--- config.mk ---
export PLATFORM = sky130hd
export DESIGN_NAME = dma_transfer_width_planner
export DESIGN_NICKNAME = d
export VERILOG_FILES = /design/src/inc/dtw_pkg.sv /design/src/design/seg_planner.sv /design/src/design/dma_transfer_width_planner.sv
export SDC_FILE = /design/constraint.sdc
export NUM_CORES = 1
export LEC_CHECK = 0
export BUFFER_PORTS_ARGS = -buffer_cell sky130_fd_sc_hd__buf_4
export CAP_MARGIN = 20
export CORE_MARGIN = 3
export CORE_UTILIZATION = 40
export CTS_BUF_LIST = sky130_fd_sc_hd__clkbuf_2
export CTS_CLUSTER_SIZE = 16
export DETAILED_ROUTE_END_ITERATION = 16
export GPL_TIMING_DRIVEN = 0
export REMOVE_ABC_BUFFERS = 1
export SETUP_SLACK_MARGIN = 0.3
export SKIP_LAST_GASP = 1
export SLEW_MARGIN = 10
export SYNTH_ARGS = -nofsm -noshare
export SYNTH_HDL_FRONTEND = slang
export SYNTH_SLANG_ARGS = --single-unit
--- constraint.sdc ---
create_clock -name i_clk -period 5.05 [get_ports i_clk]
set_input_delay 1.01 -clock i_clk [delete_from_list [all_inputs] [get_ports i_clk]]
set_output_delay 1.01 -clock i_clk [all_outputs]
set_load 0.02 [all_outputs]
--- src/inc/dtw_pkg.sv ---
// Constants and types shared by the DMA transfer width planner.
// Assumes one 250 MHz clock and a synchronous active-high reset.
// Function
// - Move data at 8, 16 or 32 bits
// - Reset selects single setup; option enables split
// - Bus width fixed; address, count per command
// - Aligned address: multiple of bus bytes
// - Non-aligned count: not multiple of bus bytes
// - Single mode programs hardware exactly once
// - Single mode, all aligned: 32-bit transfers
// - Single mode, word misalignment: 16-bit transfers
// - Single mode, odd misalignment: 8-bit transfers
// - Single mode raises one completion interrupt
// - Split mode, all aligned: one full setup
// - Split mode uses one to three setups
// - Split head moves leading bytes until aligned
// - Split body moves aligned data full width
// - Split tail moves trailing one to three bytes
// - Split mode interrupts once per setup
// - Offset one head: three single-byte transfers
// - After each setup advance address, lower count
// - Aligned count thirteen: three dwords, one byte
// - Aligned remainder after head: no tail
package dtw_pkg;

   localparam int unsigned BUS_BITS_DEF = 32;
   localparam int unsigned ADDR_W_DEF = 32;
   localparam int unsigned CNT_W_DEF = 24;
   localparam logic SPLIT_RST = 1'b0;

   // Code value doubles as the byte-to-beat shift
   typedef enum logic [1:0] {
      XW_8  = 2'h0,
      XW_16 = 2'h1,
      XW_32 = 2'h2
   } xfer_width_e;

   typedef enum logic [1:0] {
      PH_SINGLE = 2'h0,
      PH_HEAD   = 2'h1,
      PH_BODY   = 2'h2,
      PH_TAIL   = 2'h3
   } setup_phase_e;

   typedef enum logic [1:0] {
      ST_IDLE  = 2'h0,
      ST_LOAD  = 2'h1,
      ST_OFFER = 2'h2,
      ST_RUN   = 2'h3
   } plan_state_e;

endpackage

--- src/design/seg_planner.sv ---
// Combinational choice of the next setup from the running address and count.
// Assumes the caller only asks while the remaining count is non-zero.
`timescale 1ns/1ns
module seg_planner #(
   parameter int unsigned ADDR_W = dtw_pkg::ADDR_W_DEF,
   parameter int unsigned CNT_W = dtw_pkg::CNT_W_DEF,
   parameter int unsigned BUS_BYTES = 4
) (
   input wire logic [ADDR_W-1:0] i_addr, // Running address
   input wire logic [CNT_W-1:0] i_count, // Remaining bytes
   input wire logic i_split, // Split mode for this command
   output dtw_pkg::xfer_width_e o_width, // Width of the setup
   output logic [CNT_W-1:0] o_bytes, // Bytes moved by the setup
   output dtw_pkg::setup_phase_e o_phase // Role of the setup
);
   import dtw_pkg::*;

   localparam logic [1:0] AMASK = 2'(BUS_BYTES - 1);
   localparam logic [2:0] BUS_B3 = 3'(BUS_BYTES);
   localparam logic [CNT_W-1:0] BUS_BC = CNT_W'(BUS_BYTES);

   function automatic xfer_width_e full_width();
      if (BUS_BYTES == 4) begin
         return XW_32;
      end
      if (BUS_BYTES == 2) begin
         return XW_16;
      end
      return XW_8;
   endfunction

   // Pair on an even address only; anything else goes bytewise
   function automatic xfer_width_e frag_width(input logic [2:0] nbytes, input logic a0);
      if (nbytes == 3'h2 && !a0 && BUS_BYTES >= 2) begin
         return XW_16;
      end
      return XW_8;
   endfunction

   logic [1:0] off;
   logic [1:0] cnt_lo;
   logic [1:0] mis;
   logic [2:0] head_need;
   logic [2:0] head_bytes;

   always_comb begin
      off = i_addr[1:0] & AMASK;
      cnt_lo = i_count[1:0] & AMASK;
      mis = off | cnt_lo;
      head_need = BUS_B3 - {1'b0, off};
      head_bytes = (i_count < CNT_W'(head_need)) ? i_count[2:0] : head_need;
      o_width = full_width();
      o_bytes = i_count;
      o_phase = PH_SINGLE;
      if (!i_split) begin
         // Whole command in one width
         o_bytes = i_count;
         if (mis == 2'h0) begin
            o_width = full_width();
         end else if (!mis[0]) begin
            o_width = XW_16;
         end else begin
            o_width = XW_8;
         end
      end else if (off != 2'h0) begin
         o_phase = PH_HEAD;
         o_bytes = CNT_W'(head_bytes);
         o_width = frag_width(head_bytes, i_addr[0]);
      end else if (i_count >= BUS_BC) begin
         o_phase = PH_BODY;
         o_bytes = i_count & ~CNT_W'(AMASK);
         o_width = full_width();
      end else begin
         o_phase = PH_TAIL;
         o_bytes = i_count;
         o_width = frag_width(i_count[2:0], i_addr[0]);
      end
   end

endmodule // seg_planner

--- src/design/dma_transfer_width_planner.sv ---
// Plans the bus-width setups for one command's DMA data between SCSI side
// and host memory. Issues setups one at a time to the transfer hardware.
// Assumes the transfer hardware takes a setup on ready and pulses done once.
`timescale 1ns/1ns
module dma_transfer_width_planner #(
   parameter int unsigned BUS_BITS = dtw_pkg::BUS_BITS_DEF,
   parameter int unsigned ADDR_W = dtw_pkg::ADDR_W_DEF,
   parameter int unsigned CNT_W = dtw_pkg::CNT_W_DEF
) (
   input wire logic i_clk, // 250 MHz adapter clock
   input wire logic i_rst, // Synchronous board reset
   input wire logic i_opt_valid, // Global options command strobe
   input wire logic i_opt_split, // Split-setup enable with the strobe
   input wire logic i_cmd_valid, // New command offered
   input wire logic [ADDR_W-1:0] i_cmd_addr, // Command start address
   input wire logic [CNT_W-1:0] i_cmd_count, // Command byte count
   input wire logic i_abort, // Drop the running command
   input wire logic i_setup_ready, // Transfer hardware takes setup
   input wire logic i_setup_done, // Transfer hardware finished setup
   output logic o_cmd_ready, // Idle, command may be offered
   output logic o_busy, // Command in progress
   output logic o_split_mode, // Split setups enabled
   output logic o_setup_valid, // Setup presented
   output logic [ADDR_W-1:0] o_setup_addr, // Setup start address
   output logic [CNT_W-1:0] o_setup_bytes, // Setup byte count
   output logic [CNT_W-1:0] o_setup_beats, // Setup transfer count
   output dtw_pkg::xfer_width_e o_setup_width, // Setup width code
   output dtw_pkg::setup_phase_e o_setup_phase, // Setup role
   output logic [1:0] o_setup_num, // Setups issued this command
   output logic o_irq, // Setup completion pulse
   output logic o_cmd_done, // Command finished pulse
   output logic o_cmd_aborted // Last command was aborted
);
   import dtw_pkg::*;

   localparam int unsigned BUS_BYTES = BUS_BITS / 8;

   // Bus width is elaboration-time only, never per command
   plan_state_e state_ff;
   plan_state_e nxt_state;

   logic split_en_ff;
   logic cmd_split_ff;
   logic [ADDR_W-1:0] run_addr_ff;
   logic [CNT_W-1:0] run_count_ff;

   logic setup_valid_ff;
   logic [ADDR_W-1:0] setup_addr_ff;
   logic [CNT_W-1:0] setup_bytes_ff;
   logic [CNT_W-1:0] setup_beats_ff;
   xfer_width_e setup_width_ff;
   setup_phase_e setup_phase_ff;
   logic [1:0] setup_num_ff;

   logic irq_ff;
   logic cmd_done_ff;
   logic cmd_aborted_ff;
   logic cmd_ready_ff;
   logic busy_ff;

   xfer_width_e plan_width;
   logic [CNT_W-1:0] plan_bytes;
   setup_phase_e plan_phase;

   logic cmd_take;
   logic seg_finish;
   logic last_seg;
   logic abort_hit;
   logic [CNT_W-1:0] nxt_count;

   seg_planner #(
      .ADDR_W(ADDR_W),
      .CNT_W(CNT_W),
      .BUS_BYTES(BUS_BYTES)
   ) u_plan (
      .i_addr(run_addr_ff),
      .i_count(run_count_ff),
      .i_split(cmd_split_ff),
      .o_width(plan_width),
      .o_bytes(plan_bytes),
      .o_phase(plan_phase)
   );

   // Beats from bytes; width code is the shift amount
   function automatic logic [CNT_W-1:0] beats_of(input logic [CNT_W-1:0] nbytes, input xfer_width_e w);
      return nbytes >> w;
   endfunction

   always_comb begin
      cmd_take = (state_ff == ST_IDLE) && i_cmd_valid;
      abort_hit = i_abort && (state_ff != ST_IDLE);
      seg_finish = (state_ff == ST_RUN) && i_setup_done && !i_abort;
      nxt_count = run_count_ff - setup_bytes_ff;
      last_seg = (nxt_count == '0);
   end

   always_comb begin
      nxt_state = state_ff;
      case (state_ff)
         ST_IDLE: begin
            // A zero count finishes at once with no setup
            if (cmd_take && i_cmd_count != '0) begin
               nxt_state = ST_LOAD;
            end
         end
         ST_LOAD: begin
            nxt_state = ST_OFFER;
         end
         ST_OFFER: begin
            if (i_setup_ready) begin
               nxt_state = ST_RUN;
            end
         end
         ST_RUN: begin
            // Next setup only after this one is done
            if (i_setup_done) begin
               nxt_state = last_seg ? ST_IDLE : ST_LOAD;
            end
         end
         default: begin
            nxt_state = ST_IDLE;
         end
      endcase
      if (abort_hit) begin
         nxt_state = ST_IDLE;
      end
   end

   always_ff @(posedge i_clk) begin
      if (i_rst) begin
         state_ff <= ST_IDLE;
      end else begin
         state_ff <= nxt_state;
      end
   end

   // Option changes never disturb a command already running
   always_ff @(posedge i_clk) begin
      if (i_rst) begin
         split_en_ff <= SPLIT_RST;
      end else if (i_opt_valid) begin
         split_en_ff <= i_opt_split;
      end
   end

   always_ff @(posedge i_clk) begin
      if (i_rst) begin
         cmd_split_ff <= 1'b0;
      end else if (cmd_take) begin
         cmd_split_ff <= split_en_ff;
      end
   end

   // Running address and count, fresh from every command
   always_ff @(posedge i_clk) begin
      if (i_rst) begin
         run_addr_ff <= '0;
         run_count_ff <= '0;
      end else if (cmd_take) begin
         run_addr_ff <= i_cmd_addr;
         run_count_ff <= i_cmd_count;
      end else if (seg_finish) begin
         run_addr_ff <= run_addr_ff + ADDR_W'(setup_bytes_ff);
         run_count_ff <= nxt_count;
      end
   end

   // Setup descriptor captured from the planner
   always_ff @(posedge i_clk) begin
      if (i_rst) begin
         setup_addr_ff <= '0;
         setup_bytes_ff <= '0;
         setup_beats_ff <= '0;
         setup_width_ff <= XW_8;
         setup_phase_ff <= PH_SINGLE;
      end else if (state_ff == ST_LOAD) begin
         setup_addr_ff <= run_addr_ff;
         setup_bytes_ff <= plan_bytes;
         setup_beats_ff <= beats_of(plan_bytes, plan_width);
         setup_width_ff <= plan_width;
         setup_phase_ff <= plan_phase;
      end
   end

   always_ff @(posedge i_clk) begin
      if (i_rst) begin
         setup_valid_ff <= 1'b0;
      end else if (abort_hit) begin
         setup_valid_ff <= 1'b0;
      end else if (state_ff == ST_LOAD) begin
         setup_valid_ff <= 1'b1;
      end else if (state_ff == ST_OFFER && i_setup_ready) begin
         setup_valid_ff <= 1'b0;
      end
   end

   // Count of setups per command; at most three in split mode
   always_ff @(posedge i_clk) begin
      if (i_rst) begin
         setup_num_ff <= 2'h0;
      end else if (cmd_take) begin
         setup_num_ff <= 2'h0;
      end else if (state_ff == ST_LOAD) begin
         setup_num_ff <= setup_num_ff + 2'h1;
      end
   end

   // One pulse per finished setup; single mode has one setup only
   always_ff @(posedge i_clk) begin
      if (i_rst) begin
         irq_ff <= 1'b0;
      end else begin
         irq_ff <= seg_finish;
      end
   end

   always_ff @(posedge i_clk) begin
      if (i_rst) begin
         cmd_done_ff <= 1'b0;
      end else begin
         cmd_done_ff <= (seg_finish && last_seg) || abort_hit || (cmd_take && i_cmd_count == '0);
      end
   end

   always_ff @(posedge i_clk) begin
      if (i_rst) begin
         cmd_aborted_ff <= 1'b0;
      end else if (abort_hit) begin
         cmd_aborted_ff <= 1'b1;
      end else if (cmd_take) begin
         cmd_aborted_ff <= 1'b0;
      end
   end

   // Ready and busy follow the next state so they line up with it
   always_ff @(posedge i_clk) begin
      if (i_rst) begin
         cmd_ready_ff <= 1'b0;
         busy_ff <= 1'b0;
      end else begin
         cmd_ready_ff <= (nxt_state == ST_IDLE);
         busy_ff <= (nxt_state != ST_IDLE);
      end
   end

   assign o_cmd_ready = cmd_ready_ff;
   assign o_busy = busy_ff;
   assign o_split_mode = split_en_ff;
   assign o_setup_valid = setup_valid_ff;
   assign o_setup_addr = setup_addr_ff;
   assign o_setup_bytes = setup_bytes_ff;
   assign o_setup_beats = setup_beats_ff;
   assign o_setup_width = setup_width_ff;
   assign o_setup_phase = setup_phase_ff;
   assign o_setup_num = setup_num_ff;
   assign o_irq = irq_ff;
   assign o_cmd_done = cmd_done_ff;
   assign o_cmd_aborted = cmd_aborted_ff;

endmodule // dma_transfer_width_planner

== Word level (Yosys, flattened, before mapping) ==
Cells that the tools add are included.

* Bits in registers: 152
* Input bits: 64
* Word-level logic and storage cells: 95

* $add $sub $neg: 4
* Magnitude comparators: 2
* Equal/unequal tests: 5
* Shift operators: 1
* Muxes and demuxes: 37
* Bitwise logic cells: 1
* Reduce and logical (&&, ||, !) cells: 28

{| class="wikitable"
|+ Operator list
! cell !! number
|-
| 24-bit 2-to-1 mux || 4
|-
| 32-bit 2-to-1 mux || 2
|-
| 24-bit zero test || 2
|-
| 32-bit by 24-bit adder with 32-bit output || 1
|-
| 2-bit 2-to-1 mux || 15
|-
| 24-bit by 3-bit greater-or-equal comparator with 1-bit output (second input constant) || 1
|-
| 24-bit by 3-bit < comparator with 1-bit output || 1
|-
| 24-bit nonzero test || 1
|-
| 24-bit by 2-bit right shift with 24-bit output || 1
|-
| 24-bit subtractor || 1
|-
| 1-bit 2-to-1 mux || 14
|-
| 2-bit nonzero test || 6
|-
| 1-bit logical AND || 10
|-
| 2-bit one-hot mux with 4 select lines || 1
|-
| 3-bit by 2-bit equality test with 1-bit output (second input constant) || 2
|-
| 2-bit zero test || 3
|-
| 2-bit equality test (second input constant) || 2
|-
| 2-bit OR reduction || 2
|-
| 3-bit 2-to-1 mux || 1
|-
| 3-bit by 2-bit subtractor with 3-bit output (first input constant) || 1
|-
| 2-bit by 1-bit adder with 2-bit output (second input constant) || 1
|-
| 2-bit by 1-bit equality test with 1-bit output (second input constant) || 1
|-
| 1-bit zero test || 2
|-
| 1-bit logical OR || 2
|-
| 2-bit OR || 1
|}

== Logic depth before layout (Yosys ltp) ==
* Depth after elaboration: 12
* Gate-level depth with buffers: 13

== Hierarchy ==
From an unflattened synthesis, not the netlist that was laid out.

* Cells, all modules: 1,221
* Area total of the unflattened synthesis: 9,489.1 µm²

{| class="wikitable"
|+ Modules (own cells, without submodules)
! module !! instances !! cells an instance !! area an instance (µm²)
|-
| dma_transfer_width_planner || 1 || 1,154 || 9,043.7
|-
| seg_planner || 1 || 67 || 445.4
|}

== Worst setup path before layout ==
OpenSTA, ideal clock, no wires.

* Path kind: flip-flop to flip-flop
* From: reg run_count_ff[0]
* To: reg state_ff[0]
* Data arrival time: 2,976 ps
* Required time: 4,916 ps
* Setup slack: 1,940 ps
* Cell stages (with the launch flop): 13
* Path buffers: 0
* Clock period less this slack: 3,110 ps
* Cell sequence: dfxtp_1 -> inv_1 -> ha_1 -> fa_1 -> nand2b_1 -> a21oi_1 -> o211ai_1 -> a21oi_1 -> xor2_1 -> or4_1 -> nor4_1 -> and4b_1 -> a311oi_1

* Longest elaborated chain between the ends: 6

{| class="wikitable"
|+ RTL lines
! element !! RTL line !! RTL
|-
| from (decl) || dma_transfer_width_planner.sv:45 || <nowiki>logic [CNT_W-1:0] run_count_ff;</nowiki>
|-
| from (signal assigned) || dma_transfer_width_planner.sv:161 || <nowiki>run_count_ff <= i_cmd_count;</nowiki>
|-
| from (signal assigned) || dma_transfer_width_planner.sv:164 || <nowiki>run_count_ff <= nxt_count;</nowiki>
|-
| 24-bit subtractor || dma_transfer_width_planner.sv:93 || <nowiki>nxt_count = run_count_ff - setup_bytes_ff;</nowiki>
|-
| 24-bit zero test || dma_transfer_width_planner.sv:94 || <nowiki>last_seg = (nxt_count == '0);</nowiki>
|-
| 1-bit 2-to-1 mux || dma_transfer_width_planner.sv:117 || <nowiki>nxt_state = last_seg ? ST_IDLE : ST_LOAD;</nowiki>
|-
| 2-bit 2-to-1 mux || dma_transfer_width_planner.sv:116 || <nowiki>if (i_setup_done) begin</nowiki>
|-
| 2-bit one-hot mux with 4 select lines || dma_transfer_width_planner.sv:99 || <nowiki>case (state_ff)</nowiki>
|-
| 2-bit 2-to-1 mux || dma_transfer_width_planner.sv:124 || <nowiki>if (abort_hit) begin</nowiki>
|-
| to (signal assigned) || dma_transfer_width_planner.sv:133 || <nowiki>state_ff <= nxt_state;</nowiki>
|-
| to (decl) || dma_transfer_width_planner.sv:39 || <nowiki>plan_state_e state_ff;</nowiki>
|}

No other way between the ends.
A chain may end at the register's enable or synchronous reset.

== Worst setup path after layout ==
Same ends and word-level chain as after synthesis.

==> impl_metrics.env <==
export IMPL_min_path_type="reg2reg"
export IMPL_yosysSeqAreaShare=0.339
export IMPL_remaining_drc_errors=0
export IMPL_cts_buffers=17
export IMPL_cts_tree="built"
export IMPL_dr_wl_met2_um=11400
export IMPL_yosysWarningCount=0
export IMPL_die_x_um=156
export IMPL_synth_area_per_cell_um2=7.75
export IMPL_clock_sinks=152
export IMPL_fillCellCount=2256
export IMPL_critPathKind="reg2reg"
export IMPL_worstPathCellList="inv_1 -> ha_1 -> fa_1 -> nand2b_1 -> a21oi_1 -> o211ai_1 -> a21oi_1 -> xor2_1 -> or4_1 -> nor4_1 -> and4b_1 -> a311oi_1"
export IMPL_period_share=0.764
export IMPL_period_minus_slack_ns=3.86
export IMPL_grt_pass1_wl_um=42300
export IMPL_track_usage=0.212
export IMPL_required_ns=5.65
export IMPL_ys_flop_type="dfxtp_1"
export IMPL_vias=8629
export IMPL_grt_max_degree=96
export IMPL_root_buffer="clkbuf_2"
export IMPL_fin_skew_ns=0.0409
export IMPL_cp_slowest_cell="or4_1"
export IMPL_initial_core_util=0.408
export IMPL_die_area_mm2=0.0243
export IMPL_p_leak_nw=4.42
export IMPL_drt_vias_per_instance=5.51
export IMPL_synth_seq_cells=152
export IMPL_drt_iter0_drc=410
export IMPL_syn2layout_area_growth_pct=20.6
export IMPL_slew_headroom=0.458
export IMPL_cts_resized=0
export IMPL_antenna_left=0
export IMPL_ys_types=67
export IMPL_setup_tns_ns=0
export IMPL_core_rowCount=54
export IMPL_wl_met1_um=12800
export IMPL_hold_depth=2
export IMPL_cp_arrival_ns=4.45
export IMPL_multi_input_area_mm2=0.00556
export IMPL_crit_fanout=7
export IMPL_tightest_slew_ns=0.793
export IMPL_ios=157
export IMPL_core_area_mm2=0.0220
export IMPL_status="completed"
export IMPL_reg2reg_depth=12
export IMPL_h_tree_depth=4
export IMPL_syn_inst=1158
export IMPL_setup_viol_count_final=0
export IMPL_insertion_delay_ns=0.73
export IMPL_async_reset_ff_frac=0
export IMPL_drive_above_1_share=0.170
export IMPL_path_common_cell="a21oi_1"
export IMPL_holdBufCountCts=0
export IMPL_vdd_drop_max_mv=0.144
export IMPL_hpwl_um=19300
export IMPL_top_layer_used="met4"
export IMPL_synth_area_mm2=0.00897
export IMPL_num_nets_final=1388
export IMPL_cts_buffer_depth=2
export IMPL_firstDrtPassIters=5
export IMPL_maxCapViolCount=0
export IMPL_grt_overflow=0
export IMPL_fmax_mhz=259
export IMPL_chipHeight_um=156
export IMPL_hold_viol=0
export IMPL_grt_pass1_vias=8149
export IMPL_power_density_mw_per_mm2=274
export IMPL_ff_latch_area_mm2=0.00304
export IMPL_routedWlPerCell_um=16.4
export IMPL_port_buffers=156
export IMPL_end_kind="flip-flop"
export IMPL_synth_edf_count=0
export IMPL_slew_viol_final=0
export IMPL_power_mw=2.97
export IMPL_gp_congestion=0.879
export IMPL_wirelength_um=25600
export IMPL_antenna_found_initial=1
export IMPL_clk_pin_slew_worst_paths_ns=0.24
export IMPL_wl_met3_um=1230
export IMPL_max_stage_delay_ns=0.51
export IMPL_rsz0062_at_grt="no"
export IMPL_postCtsSetupBuffers=0
export IMPL_start_kind="flip-flop"
[through the flow]
| stage | util | area (µm²) | instances | setup slack [ns] | hold WS (ns) |
|---|---|---|---|---|---|
| global route | 0.493 | 10800 | 1566 | 1.07 | 0.367 |
| detailed placement | 0.478 | 10500 | 1532 | 1.27 | 0.447 |
| finish | 0.493 | 10800 | 1566 | 1.19 | 0.468 |
| global placement | 0.465 | 10200 | 1524 | -1.62 | 0.441 |
| floorplan | - | 8700 | 1088 | 0.915 | 0.440 |
| CTS | 0.491 | 10800 | 1564 | 1.25 | 0.368 |
[flip-flops by register name (all words and copies together) (netlist names)]
name	cells
o_setup_width	2
o_cmd_ready	1
o_cmd_aborted	1
o_cmd_done	1
o_setup_bytes	24
o_setup_num	2
state_ff	2
cmd_split_ff	1
o_setup_valid	1
o_irq	1
o_setup_beats	24
o_setup_phase	2
run_addr_ff	32
o_setup_addr	32
o_split_mode	1
o_busy	1
run_count_ff	24
[cell usage after synthesis, drive strengths merged, types with 7 or more instances]
cell | instances | area [µm²]
a211oi | 19 | 143
a21o | 16 | 121
a21oi | 126 | 631
a22oi | 47 | 353
a311oi | 8 | 70.1
and2 | 8 | 51.3
buf | 9 | 42.5
clkbuf | 61 | 229
dfxtp | 152 | 3040
ha | 50 | 626
inv | 41 | 154
mux2i | 25 | 250
nand2 | 158 | 593
nand2b | 7 | 43.8
nand3 | 23 | 115
nand4 | 8 | 50.1
nor2 | 137 | 514
nor3 | 22 | 115
nor4 | 14 | 93.8
o21a | 10 | 75.1
o21ai | 60 | 300
o221ai | 19 | 166
o31ai | 8 | 73.8
xnor2 | 22 | 193
xor2 | 21 | 184
[per-layer routing]
| layer | GRT usage | vias up |
|---|---|---|
| met3 | 0.0419 | 17 |
| met4 | 0.0437 | 0 |
| met2 | 0.339 | 208 |
| met1 | 0.299 | 3980 |
| met5 | 0 | - |
| li1 | - | 4424 |
[final timing paths]
path	start	slack, ns	endpoint
worst min register to register	o_setup_phase[1]	0.47	o_setup_phase[1]
worst max register to register	run_count_ff[0]	1.19	state_ff[0]
worst max-delay path	run_count_ff[0]	1.19	state_ff[0]
worst min-delay path	o_setup_phase[1]	0.47	o_setup_phase[1]
[critical path: cells and delay by family (launching register included)]
family / cells / cell delay [ns]
AO/OA/AOI/OAI: 4 / 0.93
XOR/XNOR: 1 / 0.14
adder cells (fa/ha/maj): 2 / 0.63
buffers and inverters: 1 / 0.10
flip-flops: 1 / 0.50
AND/OR/NAND/NOR: 4 / 1.46
[power by group]
part | switching [mW] | internal, mW
Combinational | 0.473 | 0.342
Sequential | 0.0721 | 1.27
Clock | 0.484 | 0.328
Total | 1.03 | 1.94
[placed cells by master, fill, tap and decap left out, types with 8 or more instances in the layout]
cell      count
nand3_1      23
inv_1        41
o21ai_0      55
buf_4       155
xor2_1       21
a21o_1       15
nand2_1     157
clkbuf_2     17
dfxtp_1     152
ha_1         50
nor3_1       21
o221ai_1     19
a22oi_1      47
nor4_1       13
buf_16        9
o21a_1       10
a311oi_1      8
xnor2_1      22
mux2i_1      25
nor2_1      134
nand4_1       8
a21oi_1     126
a211oi_1     19
[logic make-up after synthesis]
family,count (synthesis),synth area share
buffers and inverters,111,0.0474
muxes,28,0.0317
DFF,152,0.339
xor gates and xnor gates,43,0.0420
and+or+nand+nor,404,0.196
AOI/OAI and AO/OA,368,0.269
adders and majority gates,52,0.0742
[cell type report]
cell class,instances,share of cell area
Sequential cell,152,0.281
Timing Repair Buffer,165,0.132
Antenna cell,1,0.000231
Clock inverter,15,0.0186
Multi-Input combinational cell,895,0.514
Tap cell,280,0.0324
Inverter,41,0.0142
Clock buffer,17,0.00787
Note: power is estimated with default switching activity, not from simulation.
